## src/ssp_defines.svh

```systemverilog
// shared constants for the sync serial port i2c block
// assumes inclusion by bare name from design files
`ifndef SSP_DEFINES_SVH
`define SSP_DEFINES_SVH
`define CLK_PERIOD_NS 8
`define CTRL_RELEASE_BIT 4
`define ADDR_W 7
`define BYTE_W 8
`define BITS_PER_BYTE 4'h8
`define ACK_BIT_IDX 4'h8
`define BUF_DEPTH 2
`endif

```

## src/ssp_pkg.sv

```systemverilog
// types for the sync serial port i2c block
// assumes the defines header is compiled alongside
package ssp_pkg;
  typedef enum logic {MODE_SPI, MODE_I2C} port_mode_e;
  typedef enum logic [2:0] {ST_IDLE, ST_ADDR, ST_ADDR_ACK, ST_STRETCH, ST_SHIFT,
    ST_MACK} slave_state_e;
  typedef logic [7:0] byte_t;
endpackage

```

## src/byte_stream_if.sv

```systemverilog
// valid/ready byte carrier between the port's internal modules
// assumes both ends share one clock
`timescale 1ns/1ps
`default_nettype none
interface byte_stream_if;
  logic valid;
  logic ready;
  logic [7:0] data;
  modport src (output valid, output data, input ready);
  modport snk (input valid, input data, output ready);
endinterface
`default_nettype wire

```

## src/i2c_slave_tx.sv

```systemverilog
// i2c slave transmitter and master-mode event flags of the sync serial port
// assumes SCL/SDA arrive asynchronously; software ports are on MCLK
`timescale 1ns/1ps
`default_nettype none
`include "ssp_defines.svh"
module i2c_slave_tx #(
  parameter int BUF_DEPTH = `BUF_DEPTH
) (
  input wire logic MCLK,
  input wire logic RST,
  input wire logic PORT_ENABLE,
  input wire logic MODE_I2C,
  input wire logic MASTER_MODE,
  input wire logic [6:0] SLAVE_ADDR,
  input wire logic [7:0] TX_DATA,
  input wire logic TX_WRITE,
  input wire logic CTRL_WRITE,
  input wire logic [7:0] CTRL_DATA,
  input wire logic IRQ_CLEAR,
  input wire logic IRQ_ENABLE,
  input wire logic M_START_EV,
  input wire logic M_BYTE_EV,
  input wire logic M_ACK_EV,
  input wire logic M_SCL_DRIVE_LOW,
  input wire logic M_SDA_DRIVE_LOW,
  input wire logic SCL_IN,
  input wire logic SDA_IN,
  output logic SCL_OUT,
  output logic SCL_OE,
  output logic SDA_OUT,
  output logic SDA_OE,
  output logic TX_READY,
  output logic [7:0] SERIAL_BUFFER,
  output logic READ_FLAG,
  output logic START_SEEN,
  output logic STOP_SEEN,
  output logic BUS_FREE,
  output logic CLOCK_RELEASE,
  output logic PORT_IRQ_FLAG,
  output logic PORT_IRQ,
  output logic NACK_SEEN
);
  logic [1:0] pins;
  logic scl_q_reg, sda_q_reg;
  logic scl_rise, scl_fall, start_ev, stop_ev;
  logic i2c_on;
  ssp_pkg::slave_state_e state_reg;
  ssp_pkg::byte_t serial_shift_reg;
  ssp_pkg::byte_t serial_buffer_reg;
  logic [3:0] bit_cnt_reg;
  logic sda_low_reg, scl_hold_reg;
  logic release_hit, tx_take;
  logic ninth_reg;
  byte_stream_if wr_s ();
  byte_stream_if rd_s ();

  // bus pins reach logic only through two flops
  pin_sync #(.W(2)) u_sync (
    .clk(MCLK),
    .rst(RST),
    .d({SCL_IN, SDA_IN}),
    .q(pins)
  );

  // exactly one serial mode at a time; spi logic lives elsewhere
  assign i2c_on = PORT_ENABLE && (MODE_I2C == 1'(ssp_pkg::MODE_I2C));

  always_ff @(posedge MCLK) begin
    if (RST) begin
      scl_q_reg <= 1'h1;
      sda_q_reg <= 1'h1;
    end else begin
      scl_q_reg <= pins[1];
      sda_q_reg <= pins[0];
    end
  end
  assign scl_rise = pins[1] && !scl_q_reg;
  assign scl_fall = !pins[1] && scl_q_reg;
  assign start_ev = pins[1] && scl_q_reg && sda_q_reg && !pins[0];
  assign stop_ev = pins[1] && scl_q_reg && !sda_q_reg && pins[0];

  // software writes go through the buffer; full shows as not ready
  assign wr_s.valid = TX_WRITE;
  assign wr_s.data = TX_DATA;
  tx_buffer #(.DEPTH(BUF_DEPTH), .W(`BYTE_W)) u_buf (
    .clk(MCLK),
    .rst(RST),
    .in_s(wr_s.snk),
    .out_s(rd_s.src)
  );
  assign release_hit = CTRL_WRITE && CTRL_DATA[`CTRL_RELEASE_BIT];
  assign tx_take = (state_reg == ssp_pkg::ST_STRETCH) && rd_s.valid && CLOCK_RELEASE;
  assign rd_s.ready = tx_take;

  // slave sequencer
  always_ff @(posedge MCLK) begin
    if (RST || !i2c_on || MASTER_MODE) begin
      state_reg <= ssp_pkg::ST_IDLE;
      bit_cnt_reg <= 4'h0;
      serial_shift_reg <= 8'h00;
      sda_low_reg <= 1'h0;
      scl_hold_reg <= 1'h0;
      NACK_SEEN <= 1'h0;
    end else if (start_ev) begin
      NACK_SEEN <= 1'h0;
      state_reg <= ssp_pkg::ST_ADDR;
      bit_cnt_reg <= 4'h0;
      sda_low_reg <= 1'h0;
      scl_hold_reg <= 1'h0;
    end else if (stop_ev) begin
      NACK_SEEN <= 1'h0;
      state_reg <= ssp_pkg::ST_IDLE;
      sda_low_reg <= 1'h0;
      scl_hold_reg <= 1'h0;
    end else begin
      NACK_SEEN <= 1'h0;
      case (state_reg)
        ssp_pkg::ST_IDLE: begin
          bit_cnt_reg <= 4'h0;
        end
        ssp_pkg::ST_ADDR: begin
          if (scl_rise) begin
            serial_shift_reg <= {serial_shift_reg[6:0], pins[0]};
            bit_cnt_reg <= bit_cnt_reg + 4'h1;
          end else if (scl_fall && bit_cnt_reg == `BITS_PER_BYTE) begin
            // only a read request to our address is answered
            if (serial_shift_reg[7:1] == SLAVE_ADDR && serial_shift_reg[0]) begin
              sda_low_reg <= 1'h1;
              state_reg <= ssp_pkg::ST_ADDR_ACK;
            end else begin
              state_reg <= ssp_pkg::ST_IDLE;
            end
          end
        end
        ssp_pkg::ST_ADDR_ACK: begin
          // ack held through the ninth pulse, then clock stretched
          if (scl_fall) begin
            sda_low_reg <= 1'h0;
            scl_hold_reg <= 1'h1;
            state_reg <= ssp_pkg::ST_STRETCH;
          end
        end
        ssp_pkg::ST_STRETCH: begin
          // data load plus release must both happen before clocking resumes
          if (tx_take) begin
            serial_shift_reg <= rd_s.data;
            sda_low_reg <= !rd_s.data[7];
            bit_cnt_reg <= 4'h1;
            scl_hold_reg <= 1'h0;
            state_reg <= ssp_pkg::ST_SHIFT;
          end
        end
        ssp_pkg::ST_SHIFT: begin
          // change sda only after scl falls so it is steady while high
          if (scl_fall) begin
            if (bit_cnt_reg == `BITS_PER_BYTE) begin
              sda_low_reg <= 1'h0;
              state_reg <= ssp_pkg::ST_MACK;
            end else begin
              serial_shift_reg <= {serial_shift_reg[6:0], 1'h0};
              sda_low_reg <= !serial_shift_reg[6];
              bit_cnt_reg <= bit_cnt_reg + 4'h1;
            end
          end
        end
        ssp_pkg::ST_MACK: begin
          if (scl_rise) begin
            if (pins[0]) begin
              NACK_SEEN <= 1'h1;
              state_reg <= ssp_pkg::ST_IDLE;
            end else begin
              bit_cnt_reg <= `ACK_BIT_IDX;
            end
          end else if (scl_fall && bit_cnt_reg == `ACK_BIT_IDX) begin
            scl_hold_reg <= 1'h1;
            state_reg <= ssp_pkg::ST_STRETCH;
          end
        end
        default: begin
          state_reg <= ssp_pkg::ST_IDLE;
        end
      endcase
    end
  end

  // received address, read/write status and each byte taken for sending, for software
  always_ff @(posedge MCLK) begin
    if (RST) begin
      serial_buffer_reg <= 8'h00;
      READ_FLAG <= 1'h0;
    end else if (state_reg == ssp_pkg::ST_ADDR && scl_fall && bit_cnt_reg == `BITS_PER_BYTE
                 && serial_shift_reg[7:1] == SLAVE_ADDR) begin
      serial_buffer_reg <= serial_shift_reg;
      READ_FLAG <= serial_shift_reg[0];
    end else if (tx_take) begin
      serial_buffer_reg <= rd_s.data;
    end
  end
  assign SERIAL_BUFFER = serial_buffer_reg;

  // release bit: software sets it, hardware clears it when the byte is taken and stretching ends
  always_ff @(posedge MCLK) begin
    if (RST || !i2c_on) begin
      CLOCK_RELEASE <= 1'h0;
    end else if (release_hit) begin
      CLOCK_RELEASE <= 1'h1;
    end else if (tx_take) begin
      CLOCK_RELEASE <= 1'h0;
    end
  end

  // start/stop seen flags; disabling the port wipes them
  always_ff @(posedge MCLK) begin
    if (RST || !i2c_on) begin
      START_SEEN <= 1'h0;
      STOP_SEEN <= 1'h0;
    end else if (start_ev) begin
      START_SEEN <= 1'h1;
      STOP_SEEN <= 1'h0;
    end else if (stop_ev) begin
      START_SEEN <= 1'h0;
      STOP_SEEN <= 1'h1;
    end
  end

  // bus available to a master after stop, or when never used
  always_ff @(posedge MCLK) begin
    if (RST) begin
      BUS_FREE <= 1'h0;
    end else begin
      BUS_FREE <= i2c_on && (STOP_SEEN || (!START_SEEN && !STOP_SEEN));
    end
  end

  // ninth pulse seen high; kept apart from the sequencer because a nack
  // sends the sequencer to idle before the ninth falling edge arrives
  always_ff @(posedge MCLK) begin
    if (RST || !i2c_on || MASTER_MODE) begin
      ninth_reg <= 1'h0;
    end else if (state_reg == ssp_pkg::ST_MACK && scl_rise) begin
      ninth_reg <= 1'h1;
    end else if (scl_fall || start_ev || stop_ev) begin
      ninth_reg <= 1'h0;
    end
  end

  // irq flag: hardware set beats software clear in the same cycle
  always_ff @(posedge MCLK) begin
    if (RST) begin
      PORT_IRQ_FLAG <= 1'h0;
    end else if ((state_reg == ssp_pkg::ST_ADDR_ACK && scl_fall)
                 || (ninth_reg && scl_fall)) begin
      PORT_IRQ_FLAG <= 1'h1;
    end else if (i2c_on && MASTER_MODE
                 && (M_START_EV || stop_ev || M_BYTE_EV || M_ACK_EV)) begin
      PORT_IRQ_FLAG <= 1'h1;
    end else if (IRQ_CLEAR) begin
      PORT_IRQ_FLAG <= 1'h0;
    end
  end

  always_ff @(posedge MCLK) begin
    if (RST) begin
      PORT_IRQ <= 1'h0;
    end else begin
      PORT_IRQ <= PORT_IRQ_FLAG && IRQ_ENABLE;
    end
  end

  // pin drivers; master mode hands the lines to the sequencer inputs
  always_ff @(posedge MCLK) begin
    if (RST || !i2c_on) begin
      SCL_OE <= 1'h0;
      SDA_OE <= 1'h0;
    end else if (MASTER_MODE) begin
      SCL_OE <= M_SCL_DRIVE_LOW;
      SDA_OE <= M_SDA_DRIVE_LOW;
    end else begin
      SCL_OE <= scl_hold_reg;
      SDA_OE <= sda_low_reg;
    end
  end
  always_ff @(posedge MCLK) begin
    if (RST) begin
      SCL_OUT <= 1'h0;
      SDA_OUT <= 1'h0;
      TX_READY <= 1'h0;
    end else begin
      SCL_OUT <= 1'h0;
      SDA_OUT <= 1'h0;
      TX_READY <= wr_s.ready;
    end
  end
endmodule
`default_nettype wire

```

## src/pin_sync.sv

```systemverilog
// two-flop synchroniser for pins arriving from the bus
// assumes async inputs; only the second flop is read
`timescale 1ns/1ps
`default_nettype none
module pin_sync #(
  parameter int W = 2
) (
  input wire logic clk,
  input wire logic rst,
  input wire logic [W-1:0] d,
  output logic [W-1:0] q
);
  logic [W-1:0] meta_reg;
  // first flop feeds only the second
  always_ff @(posedge clk) begin
    if (rst) begin
      meta_reg <= '1;
      q <= '1;
    end else begin
      meta_reg <= d;
      q <= meta_reg;
    end
  end
endmodule
`default_nettype wire

```

## src/tx_buffer.sv

```systemverilog
// two-entry buffer for transmit bytes written by software
// assumes source and sink on the same clock
`timescale 1ns/1ps
`default_nettype none
module tx_buffer #(
  parameter int DEPTH = 2,
  parameter int W = 8
) (
  input wire logic clk,
  input wire logic rst,
  byte_stream_if.snk in_s,
  byte_stream_if.src out_s
);
  logic [W-1:0] mem_reg [DEPTH];
  logic [0:0] wr_reg, rd_reg;
  logic [1:0] cnt_reg;
  logic push, pop;
  assign push = in_s.valid && in_s.ready;
  assign pop = out_s.valid && out_s.ready;
  // full stalls the writer, empty stalls the reader
  assign in_s.ready = (cnt_reg != 2'(DEPTH));
  assign out_s.valid = (cnt_reg != 2'h0);
  assign out_s.data = mem_reg[rd_reg];
  always_ff @(posedge clk) begin
    if (push) begin
      mem_reg[wr_reg] <= in_s.data;
    end
  end
  always_ff @(posedge clk) begin
    if (rst) begin
      wr_reg <= 1'h0;
      rd_reg <= 1'h0;
      cnt_reg <= 2'h0;
    end else begin
      if (push) begin
        wr_reg <= ~wr_reg;
      end
      if (pop) begin
        rd_reg <= ~rd_reg;
      end
      cnt_reg <= cnt_reg + {1'h0, push} - {1'h0, pop};
    end
  end
endmodule
`default_nettype wire

```

## config.mk

```make
export PLATFORM = sky130hd
export DESIGN_NAME = i2c_slave_tx
export DESIGN_NICKNAME = d
export VERILOG_FILES = /design/src/ssp_pkg.sv /design/src/byte_stream_if.sv /design/src/i2c_slave_tx.sv /design/src/pin_sync.sv /design/src/tx_buffer.sv
export VERILOG_INCLUDE_DIRS = /design/src
export SDC_FILE = /design/constraint.sdc
export NUM_CORES = 1
export LEC_CHECK = 0
export ABC_AREA = 1
export ABC_CLOCK_PERIOD_IN_PS = 5600
export BUFFER_PORTS_ARGS = -buffer_cell sky130_fd_sc_hd__buf_2
export CAP_MARGIN = 20
export CELL_PAD_IN_SITES_DETAIL_PLACEMENT = 0
export CELL_PAD_IN_SITES_GLOBAL_PLACEMENT = 1
export CORE_UTILIZATION = 42
export DETAILED_ROUTE_END_ITERATION = 16
export PLACE_DENSITY = 0.83
export SLEW_MARGIN = 20
export SYNTH_ARGS = -nofsm -noshare
export SYNTH_HDL_FRONTEND = slang
export SYNTH_SLANG_ARGS = --single-unit
```

## constraint.sdc

```tcl
create_clock -name MCLK -period 5.6 [get_ports MCLK]
set_clock_uncertainty 0.1 [all_clocks]
set_input_delay 1.68 -clock MCLK [delete_from_list [all_inputs] [get_ports MCLK]]
set_output_delay 1.68 -clock MCLK [all_outputs]
set_load 0.01 [all_outputs]
```

==> reports/results.ini <==
[status]
status=completed

[place]
portBuffers=50
place_ws_ps=1870
placedCellCount=560
dp_hpwl_um=5290
gp_congestion=0.878

[flow_run]
maxCapViolations=0

[timing]
rsz0062_at_grt=false
worstMarginPinSlew_ps=842
min_period_ps=3400
relSlewSlack=0.437
period_share=0.608
hold_violations=0
setup_viol=0
fmax_mhz=294
holdWs_ps=310
tns_ps=0
slew_violations=0
setup_ws_ps=2200

[synthesis]
synth_cell_types=34
synth_top_cell_area_share=0.311
ys.flop_type=dfxtp_1
synth-edff-count=16
synthTopCellsByArea=dfxtp_1, edfxtp_1, nand2_1
yosysMostFrequentCell=nand2_1
ys_ff_latch=64
synth_seq_area_share=0.467
synth_async_sr_flop_share=0
syn-instance-count=423
avgSynthCellArea_sq_um=7.30
synth_commonest_cells=nand2_1, nor2_1, dfxtp_1
netlist_area_sq_um=3090
synth.largest_area_cell=dfxtp_1
ys_warn_count=0

[die]
core_area_sq_um=6940
die-area_sq_um=7700
die-height_um=87.7
die_w_um=87.7
io_pins=60
row_count=30
start_util=0.445

[routing]
avgViaCountPerCell=4.65
first_pass_iters=4
wl_per_cell_um=12.1
drt-initial-drc-count=96
num_vias=2680
ant_nets=0
wirelength_um=6980
drcViolationCount=0

[cts]
cts_tree=yes
cts_setup_buffers=0
postCtsHoldBufs=0
cts_buffers=9
clockRootBuffer=clkbuf_8
cts.sinks=64
insertion_delay_ps=340
clockBufferDepth=2
cts-htree-levels=3
clk_pin_slew_worst_paths_ps=70
cts.repair.resized=0

[power_and_ir_drop]
p_per_area_nw_per_um2=260
total_power_w=0.000930
ir_drop_v=0.000181
p_leak_nw=1.78

[setup_path]
worst_setup_path_start_kind=input pin
rr_worst_depth=11
worstPathCellList=buf_2, nor2_1, inv_1, nor2_1, inv_1, nor2_1, o21ai_1, a21oi_1
crit_slowest_cell=nor2_1
required_ps=5770
critPathKind=in -> reg
worst-path-max-fanout=12
cp.arrival_ps=3580
crit_top_cell=nor2_1
crit_path_max_incr_delay_ps=660
critPathCaptureType=register

[final_layout]
stdcell_count=576
final_nets=518
drive_gt1_frac=0.190
area_growth_pct=15.9
largest_register_ffs=16
diodes=0

[grt]
antenna_found_initial=0
grt_overflow=0
grt_max_degree=18
grt_pass1_vias=2406
globalRouteTotalUtil=0.192
grt_pass1_wl_um=11200

[worst_hold_path]
holdPathStages=1
min_path_type=reg -> reg

==> cells by family after synthesis <==
group	after synthesis	synth area share
AO/OA/AOI/OAI	48	0.0851
XOR/XNOR	6	0.0170
adder cells (fa/ha/maj)	4	0.0162
buffers and inverters	62	0.0863
flip-flops	64	0.467
multiplexers	2	0.00729
other	1	0.00121
AND/OR/NAND/NOR	236	0.320
==> stage by stage <==
step / utilization / cell area [sq um]
final: 0.515 / 3580
after global routing: 0.515 / 3580
after CTS: 0.515 / 3580
after detailed placement: 0.488 / 3390
after global placement: 0.488 / 3390
after floorplan: - / 3090
==> per-layer routing <==
metal | GRT usage | routed length, um | vias up
met5 | 0 | 0 | -
met4 | 0.0790 | 74 | 0
met3 | 0.0320 | 167 | 7
met2 | 0.317 | 3310 | 38
met1 | 0.248 | 3420 | 1208
li1 | - | - | 1427
==> worst paths after layout <==
kind	startpoint	endpoint	slack, ps
setup / recovery	RST	bit_cnt_reg[0]	2200
hold / removal	u_sync.meta_reg[1]	u_sync.q[1]	310
setup reg to reg	state_reg[2]	u_buf.cnt_reg[1]	3000
hold reg to reg	u_sync.meta_reg[1]	u_sync.q[1]	310
==> critical path: cells and delay by family <==
family | cells | cell delay, ps
AOI/OAI and AO/OA | 2 | 240
buffers and inverters | 3 | 470
and+or+nand+nor | 3 | 1180
==> where the power goes <==
part	total, W	internal (W)	switching, W
clock network	0.000378	0.000188	0.000190
logic	0.0000585	0.0000226	0.0000359
registers	0.000493	0.000488	0.00000533
total	0.000930	0.000698	0.000232
==> area by class of cell <==
cell class	count	area, sq um
tap	96	120
clock buffer	10	149
clock inverter	6	40.0
timing repair buffer	50	250
multi-input combinational	298	1380
fill	767	3360
sequential	64	1440
inverter	52	195
==> layout by cell type, fill, tap and decap left out, drive strengths merged, types with 3 or more instances in the layout <==
cell      n
xor2      3
or2       5
nor2     72
clkbuf   10
buf      50
clkinv    3
edfxtp   16
dfxtp    48
o21ai    24
nand2   129
nor3      3
inv      53
ha        4
a21oi    19
nand3    23
xnor2     3
Note: power is estimated with default switching activity, not from simulation.
